`src/hw/mrs_pkg.sv`:
```
// Package of constants and types for the reset sequencer
package mrs_pkg;
  // Machine cycle timing
  localparam int                OSC_PER_MC      = 12;
  localparam int                STATES_PER_MC   = 6;
  localparam int                SAMPLE_STATE    = 5;
  localparam int                SAMPLE_PHASE    = 2;
  localparam int                GATE_OSC_PERIODS = 1536;
  localparam int                MIN_RST_MC      = 2;
  // Register byte offsets
  localparam logic [7:0]        OFF_CTRL        = 8'h00;
  localparam logic [7:0]        OFF_STATUS      = 8'h04;
  localparam logic [7:0]        OFF_PORTS       = 8'h08;
  localparam logic [7:0]        OFF_SP          = 8'h0c;
  localparam logic [7:0]        OFF_SBSTAT      = 8'h10;
  localparam logic [7:0]        OFF_RAM         = 8'h80;
  // Field positions
  localparam int                CTRL_SWRST_BIT  = 0;
  localparam int                CTRL_POR_BIT    = 1;
  localparam int                ST_INTRST_BIT   = 0;
  localparam int                ST_PIN_BIT      = 1;
  localparam int                ST_GATE_BIT     = 2;
  localparam int                ST_PORTF_BIT    = 3;
  // Reset values
  localparam logic [7:0]        RST_ZERO        = 8'h00;
  localparam logic [7:0]        RST_SP          = 8'h07;
  localparam logic [7:0]        RST_SBSTAT      = 8'hf8;
  localparam logic [31:0]       RST_PORTS       = 32'hffffffff;
  localparam logic [1:0]        RESP_OKAY       = 2'b00;
  localparam logic [1:0]        RESP_SLVERR     = 2'b10;

  typedef enum logic [1:0] {MRS_POWERUP, MRS_GATING, MRS_RESET, MRS_RUN} mrs_state_e;

  typedef struct packed {
    logic       int_reset;
    logic       addr_latch_strobe;
    logic       program_store_strobe;
    logic       cpu_clk_en;
  } mrs_core_s;
endpackage

```
`src/hw/mrs_reset_sequencer.sv`:
```
// Reset sequencer for a small 8-bit controller, with AXI4-Lite status access
//
// Summary of operation
// - Internal reset comes from the reset pin or from a power-on event.
// - The reset pin is asynchronous and is synchronised before use.
// - The synchronised pin is sampled once per machine cycle at state 5 phase 2.
// - After a high sample, internal reset repeats every machine cycle until the pin is low.
// - Port pins take their reset level at once when the pin goes high, unsynchronised.
// - The port reset level is a build parameter, all ones by default.
// - While reset is active the address latch and program store strobes stay high.
// - Internal reset loads each listed register, stack pointer 07 and bus status f8.
// - Reset leaves the internal data RAM untouched; its power-up content is undefined.
// - After power-on the core clock stays gated for 1536 oscillator periods.
//
// The AXI4-Lite interface to the registers and the register offsets were left to the implementer.
`timescale 1ns/1ps
module mrs_reset_sequencer #(
  parameter logic [31:0] PORT_RESET_LEVEL = mrs_pkg::RST_PORTS,
  parameter int          GATE_CYCLES      = mrs_pkg::GATE_OSC_PERIODS,
  parameter int          RAM_WORDS        = 32
) (
  input  wire logic              aclk,
  input  wire logic              aresetn,
  input  wire logic              reset_pin,
  input  wire logic              power_on,
  input  wire logic [31:0]       port_drive,
  output logic [31:0]            port_latches,
  output mrs_pkg::mrs_core_s     core,
  output logic [7:0]             stack_pointer,
  output logic [7:0]             serial_bus_status,
  input  wire logic [7:0]        s_axi_awaddr,
  input  wire logic              s_axi_awvalid,
  output logic                   s_axi_awready,
  input  wire logic [31:0]       s_axi_wdata,
  input  wire logic [3:0]        s_axi_wstrb,
  input  wire logic              s_axi_wvalid,
  output logic                   s_axi_wready,
  output logic [1:0]             s_axi_bresp,
  output logic                   s_axi_bvalid,
  input  wire logic              s_axi_bready,
  input  wire logic [7:0]        s_axi_araddr,
  input  wire logic              s_axi_arvalid,
  output logic                   s_axi_arready,
  output logic [31:0]            s_axi_rdata,
  output logic [1:0]             s_axi_rresp,
  output logic                   s_axi_rvalid,
  input  wire logic              s_axi_rready
);
  initial begin
    if (GATE_CYCLES < 1 || GATE_CYCLES > 65535 || RAM_WORDS < 1 || RAM_WORDS > 32) begin
      $error("mrs_reset_sequencer: unsupported parameter");
    end
  end

  ////////////////////////////////////////////////////////////////////////////////
  // Pin synchronisers, three stages
  logic [2:0] pin_sync;
  logic [2:0] por_sync;
  logic       pin_level;
  logic       por_level;

  always_ff @(posedge aclk) begin
    if (!aresetn) begin
      pin_sync <= 3'h0;
      por_sync <= 3'h0;
    end else begin
      pin_sync <= {pin_sync[1:0], reset_pin};
      por_sync <= {por_sync[1:0], power_on};
    end
  end

  // Change counts once stages two and three agree
  always_ff @(posedge aclk) begin
    if (!aresetn) begin
      pin_level <= 1'b0;
      por_level <= 1'b0;
    end else begin
      if (pin_sync[1] == pin_sync[2]) begin
        pin_level <= pin_sync[2];
      end
      if (por_sync[1] == por_sync[2]) begin
        por_level <= por_sync[2];
      end
    end
  end

  ////////////////////////////////////////////////////////////////////////////////
  // Machine cycle timing
  logic [3:0] osc_cnt;
  logic       sample_pt;

  always_ff @(posedge aclk) begin
    if (!aresetn) begin
      osc_cnt <= 4'h0;
    end else if (osc_cnt == 4'(mrs_pkg::OSC_PER_MC - 1)) begin
      osc_cnt <= 4'h0;
    end else begin
      osc_cnt <= osc_cnt + 4'h1;
    end
  end

  // State n phase p is period 2*(n-1)+(p-1)
  assign sample_pt = (osc_cnt == 4'(2 * (mrs_pkg::SAMPLE_STATE - 1)
                                    + mrs_pkg::SAMPLE_PHASE - 1));

  ////////////////////////////////////////////////////////////////////////////////
  // Sequencer
  mrs_pkg::mrs_state_e state;
  logic [15:0]         gate_cnt;
  logic                sampled_high;
  logic                sw_reset;
  logic                sw_por;
  logic                por_start;
  logic                por_prev;

  assign por_start = (por_level && !por_prev) || sw_por;

  always_ff @(posedge aclk) begin
    if (!aresetn) begin
      por_prev <= 1'b0;
    end else begin
      por_prev <= por_level;
    end
  end

  always_ff @(posedge aclk) begin
    if (!aresetn) begin
      sampled_high <= 1'b0;
    end else if (sample_pt) begin
      sampled_high <= pin_level || sw_reset;
    end
  end

  always_ff @(posedge aclk) begin
    if (!aresetn) begin
      state    <= mrs_pkg::MRS_POWERUP;
      gate_cnt <= 16'h0;
    end else begin
      case (state)
        mrs_pkg::MRS_POWERUP: begin
          gate_cnt <= 16'h0;
          state    <= mrs_pkg::MRS_GATING;
        end
        mrs_pkg::MRS_GATING: begin
          // Clock held off so the oscillator settles
          if (por_start) begin
            gate_cnt <= 16'h0;
          end else if (gate_cnt == 16'(GATE_CYCLES - 1)) begin
            state <= mrs_pkg::MRS_RESET;
          end else begin
            gate_cnt <= gate_cnt + 16'h1;
          end
        end
        mrs_pkg::MRS_RESET: begin
          if (por_start) begin
            gate_cnt <= 16'h0;
            state    <= mrs_pkg::MRS_GATING;
          end else if (sample_pt && !pin_level && !sw_reset) begin
            state <= mrs_pkg::MRS_RUN;
          end
        end
        mrs_pkg::MRS_RUN: begin
          if (por_start) begin
            gate_cnt <= 16'h0;
            state    <= mrs_pkg::MRS_GATING;
          end else if (sample_pt && (pin_level || sw_reset)) begin
            state <= mrs_pkg::MRS_RESET;
          end
        end
        default: begin
          state <= mrs_pkg::MRS_POWERUP;
        end
      endcase
    end
  end

  logic int_reset;
  assign int_reset = (state != mrs_pkg::MRS_RUN);

  // Strobes forced high in reset
  always_ff @(posedge aclk) begin
    if (!aresetn) begin
      core <= '{int_reset: 1'b1, addr_latch_strobe: 1'b1,
                program_store_strobe: 1'b1, cpu_clk_en: 1'b0};
    end else begin
      core.int_reset            <= int_reset;
      core.addr_latch_strobe    <= 1'b1;
      core.program_store_strobe <= int_reset;
      core.cpu_clk_en           <= (state == mrs_pkg::MRS_RESET) ||
                                   (state == mrs_pkg::MRS_RUN);
    end
  end

  ////////////////////////////////////////////////////////////////////////////////
  // Port latches and reset-loaded registers
  logic [31:0] port_reg;

  always_ff @(posedge aclk) begin
    if (!aresetn || int_reset) begin
      port_reg <= PORT_RESET_LEVEL;
    end else begin
      port_reg <= port_drive;
    end
  end

  // Raw pin bypasses the synchroniser so ports react at once
  assign port_latches = reset_pin ? PORT_RESET_LEVEL : port_reg;

  logic       sp_wr;
  logic [7:0] sp_wdata;

  always_ff @(posedge aclk) begin
    if (!aresetn || int_reset) begin
      stack_pointer     <= mrs_pkg::RST_SP;
      serial_bus_status <= mrs_pkg::RST_SBSTAT;
    end else if (sp_wr) begin
      stack_pointer     <= sp_wdata;
    end
  end

  ////////////////////////////////////////////////////////////////////////////////
  // Scratch RAM, untouched by internal reset
  logic [31:0] ram [RAM_WORDS];
  logic        ram_wr;
  logic [4:0]  ram_idx;
  logic [31:0] ram_wdata;

  always_ff @(posedge aclk) begin
    if (ram_wr) begin
      ram[ram_idx] <= ram_wdata;
    end
  end

  ////////////////////////////////////////////////////////////////////////////////
  // AXI4-Lite slave, one write and one read at a time
  logic       aw_hold;
  logic       w_hold;
  logic [7:0] aw_addr;
  logic [31:0] w_data;
  logic [3:0]  w_strb;
  logic        wr_go;
  logic        wr_ok;
  logic [7:0]  wa;

  assign s_axi_awready = !aw_hold && !s_axi_bvalid;
  assign s_axi_wready  = !w_hold && !s_axi_bvalid;
  assign wr_go         = aw_hold && w_hold && !s_axi_bvalid;
  assign wa            = aw_addr;
  assign wr_ok         = (wa == mrs_pkg::OFF_CTRL) || (wa == mrs_pkg::OFF_SP) ||
                         (wa >= mrs_pkg::OFF_RAM &&
                          9'(wa) < 9'(mrs_pkg::OFF_RAM) + 9'(4 * RAM_WORDS) &&
                          wa[1:0] == 2'b00);
  assign sp_wr         = wr_go && (wa == mrs_pkg::OFF_SP) && w_strb[0] && !int_reset;
  assign sp_wdata      = w_data[7:0];
  assign ram_wr        = wr_go && wr_ok && (wa >= mrs_pkg::OFF_RAM) && (&w_strb);
  assign ram_idx       = 5'(wa[6:2]);
  assign ram_wdata     = w_data;

  always_ff @(posedge aclk) begin
    if (!aresetn) begin
      aw_hold <= 1'b0;
      w_hold  <= 1'b0;
      aw_addr <= 8'h00;
      w_data  <= 32'h0;
      w_strb  <= 4'h0;
    end else begin
      if (s_axi_awvalid && s_axi_awready) begin
        aw_hold <= 1'b1;
        aw_addr <= s_axi_awaddr;
      end else if (wr_go) begin
        aw_hold <= 1'b0;
      end
      if (s_axi_wvalid && s_axi_wready) begin
        w_hold <= 1'b1;
        w_data <= s_axi_wdata;
        w_strb <= s_axi_wstrb;
      end else if (wr_go) begin
        w_hold <= 1'b0;
      end
    end
  end

  // Software reset bits; one-shot power-on request self-clears
  always_ff @(posedge aclk) begin
    if (!aresetn) begin
      sw_reset <= 1'b0;
      sw_por   <= 1'b0;
    end else begin
      sw_por <= wr_go && (wa == mrs_pkg::OFF_CTRL) && w_strb[0] &&
                w_data[mrs_pkg::CTRL_POR_BIT];
      if (wr_go && (wa == mrs_pkg::OFF_CTRL) && w_strb[0]) begin
        sw_reset <= w_data[mrs_pkg::CTRL_SWRST_BIT];
      end
    end
  end

  always_ff @(posedge aclk) begin
    if (!aresetn) begin
      s_axi_bvalid <= 1'b0;
      s_axi_bresp  <= mrs_pkg::RESP_OKAY;
    end else if (wr_go) begin
      s_axi_bvalid <= 1'b1;
      s_axi_bresp  <= wr_ok ? mrs_pkg::RESP_OKAY : mrs_pkg::RESP_SLVERR;
    end else if (s_axi_bready) begin
      s_axi_bvalid <= 1'b0;
    end
  end

  assign s_axi_arready = !s_axi_rvalid;

  logic [31:0] rd_val;
  logic        rd_ok;
  logic [7:0]  ra;
  assign ra = s_axi_araddr;

  always_comb begin
    rd_val = 32'h0;
    rd_ok  = 1'b1;
    if (ra == mrs_pkg::OFF_CTRL) begin
      rd_val[mrs_pkg::CTRL_SWRST_BIT] = sw_reset;
    end else if (ra == mrs_pkg::OFF_STATUS) begin
      rd_val[mrs_pkg::ST_INTRST_BIT] = int_reset;
      rd_val[mrs_pkg::ST_PIN_BIT]    = pin_level;
      rd_val[mrs_pkg::ST_GATE_BIT]   = (state == mrs_pkg::MRS_GATING);
      rd_val[mrs_pkg::ST_PORTF_BIT]  = (port_latches == PORT_RESET_LEVEL);
    end else if (ra == mrs_pkg::OFF_PORTS) begin
      rd_val = port_latches;
    end else if (ra == mrs_pkg::OFF_SP) begin
      rd_val[7:0] = stack_pointer;
    end else if (ra == mrs_pkg::OFF_SBSTAT) begin
      rd_val[7:0] = serial_bus_status;
    end else if (ra >= mrs_pkg::OFF_RAM &&
                 9'(ra) < 9'(mrs_pkg::OFF_RAM) + 9'(4 * RAM_WORDS) &&
                 ra[1:0] == 2'b00) begin
      rd_val = ram[5'(ra[6:2])];
    end else begin
      rd_ok = 1'b0;
    end
  end

  always_ff @(posedge aclk) begin
    if (!aresetn) begin
      s_axi_rvalid <= 1'b0;
      s_axi_rdata  <= 32'h0;
      s_axi_rresp  <= mrs_pkg::RESP_OKAY;
    end else if (s_axi_arvalid && s_axi_arready) begin
      s_axi_rvalid <= 1'b1;
      s_axi_rdata  <= rd_val;
      s_axi_rresp  <= rd_ok ? mrs_pkg::RESP_OKAY : mrs_pkg::RESP_SLVERR;
    end else if (s_axi_rready) begin
      s_axi_rvalid <= 1'b0;
    end
  end

  ////////////////////////////////////////////////////////////////////////////////
  // Assertions
  property p_sample_once;
    @(posedge aclk) disable iff (!aresetn)
      sample_pt |=> !sample_pt [*8];
  endproperty
  a_sample_once: assert property (p_sample_once) else $error("sample twice in cycle");

  property p_mc_len;
    @(posedge aclk) disable iff (!aresetn)
      sample_pt |-> ##12 sample_pt;
  endproperty
  a_mc_len: assert property (p_mc_len) else $error("machine cycle not 12");

  property p_reapply;
    @(posedge aclk) disable iff (!aresetn)
      (sample_pt && pin_level && state == mrs_pkg::MRS_RUN) |=> int_reset;
  endproperty
  a_reapply: assert property (p_reapply) else $error("pin high sample not reset");

  property p_release;
    @(posedge aclk) disable iff (!aresetn)
      ($fell(int_reset)) |-> ($past(sample_pt) && !$past(pin_level));
  endproperty
  a_release: assert property (p_release) else $error("release without low sample");

  property p_ports;
    @(posedge aclk) disable iff (!aresetn)
      reset_pin |-> port_latches == PORT_RESET_LEVEL;
  endproperty
  a_ports: assert property (p_ports) else $error("ports not at reset level");

  property p_strobes;
    @(posedge aclk) disable iff (!aresetn)
      $past(int_reset) |-> core.addr_latch_strobe && core.program_store_strobe;
  endproperty
  a_strobes: assert property (p_strobes) else $error("strobe low in reset");

  property p_regs;
    @(posedge aclk) disable iff (!aresetn)
      $past(int_reset) |-> stack_pointer == mrs_pkg::RST_SP
                           && serial_bus_status == mrs_pkg::RST_SBSTAT;
  endproperty
  a_regs: assert property (p_regs) else $error("reset values wrong");

  property p_gate;
    @(posedge aclk) disable iff (!aresetn)
      (state == mrs_pkg::MRS_GATING) |-> ##1 !core.cpu_clk_en;
  endproperty
  a_gate: assert property (p_gate) else $error("clock not gated");

  property p_por;
    @(posedge aclk) disable iff (!aresetn)
      por_start |=> state == mrs_pkg::MRS_GATING && gate_cnt == 16'h0;
  endproperty
  a_por: assert property (p_por) else $error("power-on not restarting");

  property p_sync;
    @(posedge aclk) disable iff (!aresetn)
      $changed(pin_level) |-> $past(pin_sync[2]) == $past(pin_sync[1]) &&
                              $past(pin_sync[2]) == pin_level;
  endproperty
  a_sync: assert property (p_sync) else $error("sync rule broken");

  c_run:   cover property (@(posedge aclk) disable iff (!aresetn) $fell(int_reset));
  c_rerst: cover property (@(posedge aclk) disable iff (!aresetn)
                           state == mrs_pkg::MRS_RUN ##1 state == mrs_pkg::MRS_RESET);
  c_wr:    cover property (@(posedge aclk) disable iff (!aresetn) wr_go && wr_ok);
endmodule

```
`config.mk`:
```
export PLATFORM = sky130hd
export DESIGN_NAME = mrs_reset_sequencer
export DESIGN_NICKNAME = d
export VERILOG_FILES = /design/src/hw/mrs_pkg.sv /design/src/hw/mrs_reset_sequencer.sv
export SDC_FILE = /design/constraint.sdc
export NUM_CORES = 1
export LEC_CHECK = 0
export ABC_AREA = 1
export CAP_MARGIN = 20
export CORE_MARGIN = 3
export CORE_UTILIZATION = 50
export CTS_BUF_LIST = sky130_fd_sc_hd__clkbuf_8
export DETAILED_ROUTE_END_ITERATION = 8
export DONT_BUFFER_PORTS = 1
export PLACE_DENSITY = 0.68
export SYNTH_ARGS = -nofsm -noshare
export SYNTH_HDL_FRONTEND = slang
export SYNTH_SLANG_ARGS = --single-unit
```
`constraint.sdc`:
```
create_clock -name aclk -period 3.3 [get_ports aclk]
set_clock_uncertainty 0.15 [all_clocks]
set_input_delay 0 -clock aclk [delete_from_list [all_inputs] [get_ports aclk]]
set_output_delay 0 -clock aclk [all_outputs]
set_load 0.05 [all_outputs]
```
# == Word level (Yosys, flattened, before mapping) ==
# Memory sizes are Yosys's and may differ from the RTL's.
# Cells that the tools add are included.
# word_totals
reg_bits,160
ram_bits,1024
out_inout_bits,93
word_cells,142
memories,1
# op_classes
n_addsub,2
magnitude_cmp,2
eq_ne,21
n_mux,39
bitwise,1
reduce_logical,51
# mem_list
name,depth,width,rd,rd_clocked_by_memory_dff,wr,line_no,rtl
ram,32,32,1,0,1,mrs_reset_sequencer.sv:223,logic [31:0] ram [RAM_WORDS];
# op_table
operator,count
$mux W32,3
$mux W16,3
$mux W24,2
$pmux W16 S3,1
$eq A32 B32 Y1 const B,1
$mux W31,1
$mux W28,1
$eq A8 B4 Y1 const B,3
$logic_and A1 B1 Y1,22
$add A16 B1 Y16 const B,1
$eq A16 B11 Y1 const B,1
$ge A8 B8 Y1 const B,2
$logic_not A8 Y1,2
$mux W1,16
$mux W2,8
$mux W8,2
$logic_not A1 Y1,9
$ne A3 B3 Y1 const B,3
$eq A4 B4 Y1 const B,2
$eq A8 B3 Y1 const B,1
$eq A8 B5 Y1 const B,1
$pmux W2 S4,1
$reduce_and A4 Y1,2
$reduce_bool A2 Y1,4
12 further kinds,24

# == Depth between registers and ports, before layout ==
# Gate-level depths: netlist of the first run.
# depth
depth_word,9
ltp_mapped,16
mapped_depth_nobuf,15

# == Worst setup path before layout of the first run ==
# Ideal clock, no wire load.
# synth_path
path_kind,flip-flop to flip-flop
start,reg s_axi_bvalid
end,"mem ram[12][0], enable pin"
t_arrival_ns,2.839
required_ns,2.729
setup_slack_ns,-0.110
path_stages_with_launch,10
path_buffers,0
path_cell_list,dfxtp_1 -> nor2_1 -> inv_1 -> nor3_1 -> nand2_1 -> inv_1 -> nand2_1 -> nor2_1 -> nand3_1 -> nor2_1
# synth_between
elab_chain_cells,7
# synth_rtl
element,line_no,rtl
from (decl),mrs_reset_sequencer.sv:39,"output logic s_axi_bvalid,"
from (signal assigned),mrs_reset_sequencer.sv:299,s_axi_bvalid <= 1'b0;
from (signal assigned),mrs_reset_sequencer.sv:302,s_axi_bvalid <= 1'b1;
from (signal assigned),mrs_reset_sequencer.sv:305,s_axi_bvalid <= 1'b0;
$logic_not A1 Y1,mrs_reset_sequencer.sv:247,assign wr_go = aw_hold && w_hold && !s_axi_bvalid;
$logic_and A1 B1 Y1,mrs_reset_sequencer.sv:247,
$logic_and A1 B1 Y1 (3 in series),mrs_reset_sequencer.sv:255,assign ram_wr = wr_go && wr_ok && (wa >= mrs_pkg::OFF_RAM) && (&w_strb);
$mux W1,mrs_reset_sequencer.sv:229,if (ram_wr) begin
$mux W1 (implied by the code),mrs_reset_sequencer.sv:230,ram[ram_idx] <= ram_wdata;
to (decl),mrs_reset_sequencer.sv:223,
# Every way passes these cells.

# == Worst setup path in the final report of the first run ==
# layout_path
start,reg s_axi_rvalid
end,reg s_axi_rresp[1]
# layout_between
elab_chain_cells,2
# layout_rtl
element,line_no,rtl
from (decl),mrs_reset_sequencer.sv:46,"output logic s_axi_rvalid,"
from (signal assigned),mrs_reset_sequencer.sv:343,s_axi_rvalid <= 1'b0;
from (signal assigned),mrs_reset_sequencer.sv:347,s_axi_rvalid <= 1'b1;
from (signal assigned),mrs_reset_sequencer.sv:351,s_axi_rvalid <= 1'b0;
$logic_not A1 Y1,mrs_reset_sequencer.sv:309,assign s_axi_arready = !s_axi_rvalid;
via s_axi_arready,mrs_reset_sequencer.sv:43,"output logic s_axi_arready,"
$logic_and A1 B1 Y1,mrs_reset_sequencer.sv:346,end else if (s_axi_arvalid && s_axi_arready) begin
to (signal assigned),mrs_reset_sequencer.sv:345,s_axi_rresp <= mrs_pkg::RESP_OKAY;
to (signal assigned),mrs_reset_sequencer.sv:349,s_axi_rresp <= rd_ok ? mrs_pkg::RESP_OKAY : mrs_pkg::RESP_SLVERR;
to (decl),mrs_reset_sequencer.sv:45,"output logic [1:0] s_axi_rresp,"
# The timed path passes the listed nets, and every way through them passes these cells.
# A chain may end at the register's enable or synchronous reset.

==> results of run 1 <==
[power groups by stage]
stage               sequential (µW)  clock (µW)  combinational (µW)
floorplan                     17000           0                 915
global placement              16900           0                1790
detailed placement            16900           0                1820
CTS                           16500       11400                2120
global route                  16500       12100                2320
finish                        16500       11300                2200
[cell usage after synthesis (all sizes together) (53+ instances only)]
master  count
dfxtp     157
edfxtp   1024
nand3     148
o21ai      75
nand2    1255
nor2      290
inv       118
a22oi      53
buf       147
nand4     188
clkbuf     59
a21oi     155
[metrics by stage]
step | total power, µW | instance area, µm² | hold slack [ns] | worst slack [ns] | TNS [ns]
after floorplan | 17910 | 45950 | -0.05237 | -0.1101 | -66.62
after global placement | 18640 | 48450 | -0.04638 | 0.3440 | 0
after detailed placement | 18670 | 48450 | -0.04217 | 0.3463 | 0
after CTS | 30010 | 54090 | 0.003495 | 0.05945 | 0
after global routing | 30930 | 54200 | 0.05271 | 0.0005329 | 0
final | 30010 | 54200 | -0.03286 | 0.06572 | 0
[cells by family after synthesis]
family,share of synthesized area
buffers and inverters,0.03304
adders and majority gates,0.0008178
other,0.0001636
xor gates and xnor gates,0.0003817
DFF,0.7384
and+or+nand+nor,0.1820
AOI/OAI and AO/OA,0.04528
[per-layer routing]
layer,global-route usage,share of wire,up-vias
li1,-,-,14190
met3,0.05991,0.099,393
met4,0.1412,0.048,4
met5,0,0.00022,-
met1,0.3576,0.38,15500
met2,0.4466,0.48,1911
[what timing repair did]
action / in CTS / in global routing
gates resized for setup: 0 / 18
endpoints found under the hold margin: 157 / 4
endpoints found under the setup margin: 0 / 131
hold buffers: 224 / 4
[how the worst max path moves through the flow]
stage / startpoint / to / slack, ns / cells past startpoint
after floorplan: s_axi_bvalid$_SDFFE_PN0P_ / ram[12][0]$_DFFE_PP_ / -0.11 / 9
after global placement: aw_hold$_SDFFE_PN0P_ / ram[4][21]$_DFFE_PP_ / 0.34 / 11
after detailed placement: aw_addr[5]$_SDFFE_PN0P_ / ram[4][21]$_DFFE_PP_ / 0.35 / 11
after CTS: s_axi_araddr[4] / s_axi_rdata[31]$_SDFFE_PN0P_ / 0.06 / 12
after global routing: s_axi_rvalid$_SDFFE_PN0P_ / s_axi_rresp[1]$_SDFFE_PN0P_ / 0.0005 / 7
final: s_axi_rvalid$_SDFFE_PN0P_ / s_axi_rresp[1]$_SDFFE_PN0P_ / 0.07 / 7
[area by class of cell]
| cell class | count | share of cell area |
|---|---|---|
| multi-input cells | 2334 | 0.1996 |
| repair buffers | 385 | 0.07761 |
| diodes | 4 | 0.0001847 |
| inverters | 122 | 0.008726 |
| flip-flops and latches | 1181 | 0.6254 |
| well taps | 1176 | 0.02715 |
| clock buffers | 190 | 0.04824 |
| clock inverters | 140 | 0.01313 |
[worst reg2reg max path, cell delays in order, from the launching register on]
cell           delay (ns)
dfxtp_1              0.48
inv_1                0.48
nand2_1              0.17
dlygate4sd3_1        0.64
nor2_2               0.34
nand4_1              0.16
a21oi_1              0.16
dlygate4sd3_1        0.56
==> results.ini, run 1 <==
[grt]
antenna_found_initial=3
grt_overflow=0
grt_pass1_vias=30720
grt_pass1_wl_um=195300
grt_use_total=0.2774
grt_max_degree=81

[clocking]
h-tree-depth=4
clk_pin_slew_ns=0.07
cts.path.max_buffers=3
cts_tree=done
clock-root-buffer=clkbuf_8
cts_setup_buffers=0
cts_sinks=1181
clock_latency_ns=0.86
cts_buffers=179

[placement]
place.gp.congestion=0.9103
dp_cells=4971
numPortBuffers=0
dp_hpwl_um=76620

[pwr]
clockPowerShare=0.375
p_sw_uw=7343
combPwrFrac=0.073
p_int_uw=22670
swShare=0.2447
power_density_nw_per_um2=553.7
power_frac_seq=0.551
p_leak_uw=0.01912
irDropWorstVdd_mv=0.3486

[hold_path]
hold_end=s_axi_rdata[4]$_SDFFE_PN0P_
min_from=s_axi_araddr[3]
min_path_cells=10
hold_class=input pin to flop

[synthesis]
syn_area_um2=45900
ys.warnings.count=0
avgSynthCellArea_um2=11.97
yosys.area.top_type_share=0.6699
synth_cell_type_count=48
async_flop_share=0
syn_inst=3834
yosys_most_used_dff=edfxtp_1
netlist_top_cells_area=edfxtp_1 67%, nand2_1 10%, dfxtp_1 6.8%, nand4_1 2.6%, nor2_1 2.3%
synth-seq-cells=1181
synth-seq-area-share=0.7384
synth_top_area_cell=edfxtp_1
synth-edff-count=1024

[worst_setup_path]
cp-start-kind=flop
critPathBufInv=3
cp.required_ns=3.92
crit_family=buffers and inverters
cp.arrival_ns=3.86
critPathMaxFanout=5
crit_path_top_delay_cell=dlygate4sd3_1
cpMostUsedCell=dlygate4sd3_1
end_kind=flop
r2r-end=s_axi_rresp[1]$_SDFFE_PN0P_
max_stage_delay_ns=0.64
cp_cell_sequence=inv_1 -> nand2_1 -> dlygate4sd3_1 -> nor2_2 -> nand4_1 -> a21oi_1 -> dlygate4sd3_1
r2r_setup_slack_ns=0.07
reg2reg_depth=7
critPathKind=flop to flop
r2r-start=s_axi_rvalid$_SDFFE_PN0P_

[sta]
holdWs_ns=-0.03286
rsz0062_at_grt=no
setup_viol=0
worst_slew_pin_slew_ns=1.118
fmax_mhz=309.2
slew_headroom=0.2549
fin_crit_sh=0.9801
maxSlewViolCount=0
hold_viol_final=2
fin_crit_ns=3.234

[die]
die_w_um=309.0
io-pin-count=186
rows=110
start_util=0.5069
die_y_um=309.0
core_um2=90560
die-area_um2=95480

[route]
drt_iter0_markers=4052
num_vias=32000
viasPerCell=5.785
drc=0
ant_nets=0
routed_wl_um=134800
avgRoutedWirePerCell_um=24.38
first_pass_iters=6

[cells_and_area]
n_fill_cell=6894
nets=4299
syn2layout_area_growth_pct=18.08
fin_util=0.5985
top_register=ram
largest_reg_flops=1024
final_cell_mix=1248 x nand2_1, 1024 x edfxtp_1, 245 x nor2_1
fin_cells=5532
drive_above_1_share=0.1181
final_common_cell=nand2_1
seq_area_um2=33900
multi_input_area_um2=10820

[run_status]
status=complete, but fails checks
violations=hold timing

[flow_run]
drv_cap=0

Note: power is estimated with default switching activity, not from simulation.
==> run 2: changes to the inputs <==
--- a/config.mk
+++ b/config.mk
@@ -5,14 +5,13 @@
 export SDC_FILE = /design/constraint.sdc
 export NUM_CORES = 1
 export LEC_CHECK = 0
-export ABC_AREA = 1
 export CAP_MARGIN = 20
 export CORE_MARGIN = 3
 export CORE_UTILIZATION = 50
 export CTS_BUF_LIST = sky130_fd_sc_hd__clkbuf_8
 export DETAILED_ROUTE_END_ITERATION = 8
 export DONT_BUFFER_PORTS = 1
-export PLACE_DENSITY = 0.68
+export PLACE_DENSITY = 0.64
 export SYNTH_ARGS = -nofsm -noshare
 export SYNTH_HDL_FRONTEND = slang
 export SYNTH_SLANG_ARGS = --single-unit
==> results.ini, run 2 <==
[clocking]
clk_pin_slew_ns=0.06  ; about the same
h-tree-depth=4  ; unchanged
cts_buffers=185  ; +3.4%
cts.path.max_buffers=3  ; unchanged
clock_latency_ns=0.83  ; -0.03 ns
cts_setup_buffers=0  ; unchanged
clock-root-buffer=clkbuf_8
cts_tree=done
cts_sinks=1181  ; unchanged

[grt]
grt_use_total=0.2511  ; -0.02625
grt_overflow=0  ; unchanged
grt_pass1_wl_um=173900  ; -11%
grt_pass1_vias=25920  ; -16%
antenna_found_initial=4  ; +1
grt_max_degree=194  ; +140%

[synthesis]
synth_top_area_cell=edfxtp_1
synth-seq-area-share=0.7427  ; +0.004373
synth_cell_type_count=60  ; +25%
yosys_most_used_dff=edfxtp_1
yosys.area.top_type_share=0.6739  ; +0.003967
synth-edff-count=1024  ; unchanged
async_flop_share=0  ; unchanged
netlist_top_cells_count=1024 x edfxtp_1, 261 x mux4_2, 221 x nand2_1
synth.most_common_cell=edfxtp_1
synth-seq-cells=1181  ; unchanged
avgSynthCellArea_um2=18.50  ; +55%
syn_inst=2466  ; -36%
syn_area_um2=45630  ; -0.59%
netlist_top_cells_area=edfxtp_1 67%, mux4_2 13%, dfxtp_1 6.9%, nand2_1 1.8%, mux2i_1 1.8%
ys.warnings.count=0  ; unchanged

[worst_setup_path]
cp-start-kind=flop
end_kind=flop
cpMostUsedCell=dlygate4sd3_1
cp.arrival_ns=3.76  ; -0.10 ns
critPathKind=flop to flop
max_stage_delay_ns=0.61  ; -0.03 ns
critPathMaxFanout=1  ; -4
cp.required_ns=3.85  ; -0.07 ns
cp_cell_sequence=mux4_2 -> dlygate4sd3_1 -> mux2i_1 -> dlygate4sd3_1 -> a211oi_1 -> dlygate4sd3_1 -> o21ai_1 -> nand2_1
crit_path_top_delay_cell=dlygate4sd3_1

[flow_run]
drv_cap=0  ; unchanged

[die]
die-area_um2=94930  ; -0.58%
core_um2=90290  ; -0.30%
io-pin-count=186  ; unchanged
rows=110  ; unchanged
die_y_um=308.1  ; -0.29%
start_util=0.5054  ; -0.001448
die_w_um=308.1  ; -0.29%

[placement]
dp_cells=3596  ; -28%
dp_hpwl_um=67120  ; -12%
numPortBuffers=0  ; unchanged
place_ws_ns=0.6774  ; +0.3311 ns
place.gp.congestion=0.8540  ; -6.2%

[route]
drt_iter0_markers=2439  ; -40%
top_layer=met4
wl_met1_um=46020  ; -9.0%
ant_nets=0  ; unchanged
first_pass_iters=6  ; unchanged
routed_wl_um=117700  ; -13%
wl_met2_um=58790  ; -8.7%
met3_length_um=8780  ; -34%
avgRoutedWirePerCell_um=27.99  ; +15%
drc=0  ; unchanged
num_vias=25100  ; -22%
viasPerCell=5.967  ; +3.2%

[sta]
hold_viol_final=0  ; -2
setup_viol=0  ; unchanged
worst_slew_pin_slew_ns=1.025  ; -0.09271 ns
fin_crit_sh=0.9756  ; -0.004484
fmax_mhz=310.6  ; +0.46%
slew_headroom=0.3160  ; +0.06107
maxSlewViolCount=0  ; unchanged
fin_crit_ns=3.219  ; -0.01480 ns
rsz0062_at_grt=no
fin_ws_ns=0.08052  ; +0.01480 ns

[cells_and_area]
syn2layout_area_growth_pct=18.40
multi_input_area_um2=11260  ; +4.0%
final_common_cell=edfxtp_1
largest_reg_flops=1024  ; unchanged
n_fill_cell=6384  ; -7.4%
top_register=ram
final_cell_mix=1024 x edfxtp_1, 261 x mux4_2, 250 x dlygate4sd3_1
nets=2965  ; -31%
fin_util=0.5984  ; about the same
drive_above_1_share=0.2365  ; +0.1184
seq_area_um2=33900  ; about the same
fin_cells=4206  ; -24%

[pwr]
power_density_nw_per_um2=547.7  ; -1.1%
irDropWorstVdd_mv=0.3432  ; -1.5%
p_leak_uw=0.01726  ; -9.7%

[run_status]
status=completed

[hold_path]
hold_class=input pin to flop

## run 2: cell types whose count changed after synthesis, moves of 101 or more
cell / previous run / this run
nor2_1: 280 / 84
nand4_1: 188 / 17
nand2_1: 1252 / 221
mux4_2: 0 / 261
a21oi_1: 155 / 23
inv_1: 112 / 11
nand3_1: 148 / 20
## run 2: path summary, 6_finish.rpt
kind | startpoint | end | slack [ns] | cells past startpoint
max | ram[0][16]$_DFFE_PP_ | s_axi_rdata[16]$_SDFFE_PN0P_ | 0.08 | 8
min | s_axi_araddr[2] | s_axi_rdata[22]$_SDFFE_PN0P_ | 0.06 | 5
max reg2reg | ram[0][16]$_DFFE_PP_ | s_axi_rdata[16]$_SDFFE_PN0P_ | 0.08 | 8
min reg2reg | pin_sync[0]$_SDFF_PN0_ | pin_sync[1]$_SDFF_PN0_ | 0.30 | 1
## run 2: cell type report
| class | instances | share of cell area |
|---|---|---|
| antenna | 7 | 0.0003242 |
| clock buffer | 194 | 0.04942 |
| clock inverter | 147 | 0.01480 |
| inverter | 13 | 0.0009494 |
| multi-input combinational | 1128 | 0.2083 |
| sequential | 1181 | 0.6273 |
| tap | 1176 | 0.02723 |
| timing repair buffer | 360 | 0.07160 |
## run 2: cell families (layout without fill, tap and decap cells)
group           Yosys count  count (layout)  synth area share
compound gates          251             251           0.03589
xor+xnor                 14              14          0.002687
fa+ha+maj                 3               3         0.0008227
buf+inv                 166             714           0.01711
flops                  1181            1181            0.7427
mux                     356             356            0.1500
other cells               2              18         0.0001646
simple gates            493             493           0.05056
## run 2: repair_timing
| item | in CTS | in global routing |
|---|---|---|
| hold buffers | 257 | 1 |
| gates resized for setup | 0 | 4 |
| setup endpoints to repair | 0 | 14 |
| endpoints found under the hold margin | 152 | 1 |
## run 2: per-layer routing
layer	vias to the layer above	track usage
met2	1088	0.4133
met3	264	0.05329
met5	-	0
met4	0	0.1023
met1	13090	0.3293
li1	10660	-
## run 2: where the power goes
group | leakage (µW) | internal [µW] | switching [µW] | total (µW)
Combinational | 0.00518 | 699 | 921 | 1620
Clock | 0.00197 | 5860 | 5660 | 11500
Sequential | 0.0101 | 16300 | 133 | 16500
## run 2: critical path: cells and delay by family (launching register included)
kind	cells	cell delay, ns
AOI/OAI and AO/OA	2	0.16
buffers and inverters	3	1.76
DFF	1	0.38
muxes	2	0.58
and+or+nand+nor	1	0.07
## run 2: per-stage QoR
step	hold WS (ns)	power (µW)	TNS (ns)	area, µm²
2_1_floorplan	-0.05013	17680	-8.825	45670
3_3_place_gp	-0.04564	17940	0	47660
3_5_place_dp	-0.04714	17980	0	47720
4_1_cts	0.00001865	29760	0	53830
5_1_grt	0.07172	30630	0	54020
6_report	0.05758	29590	0	54030
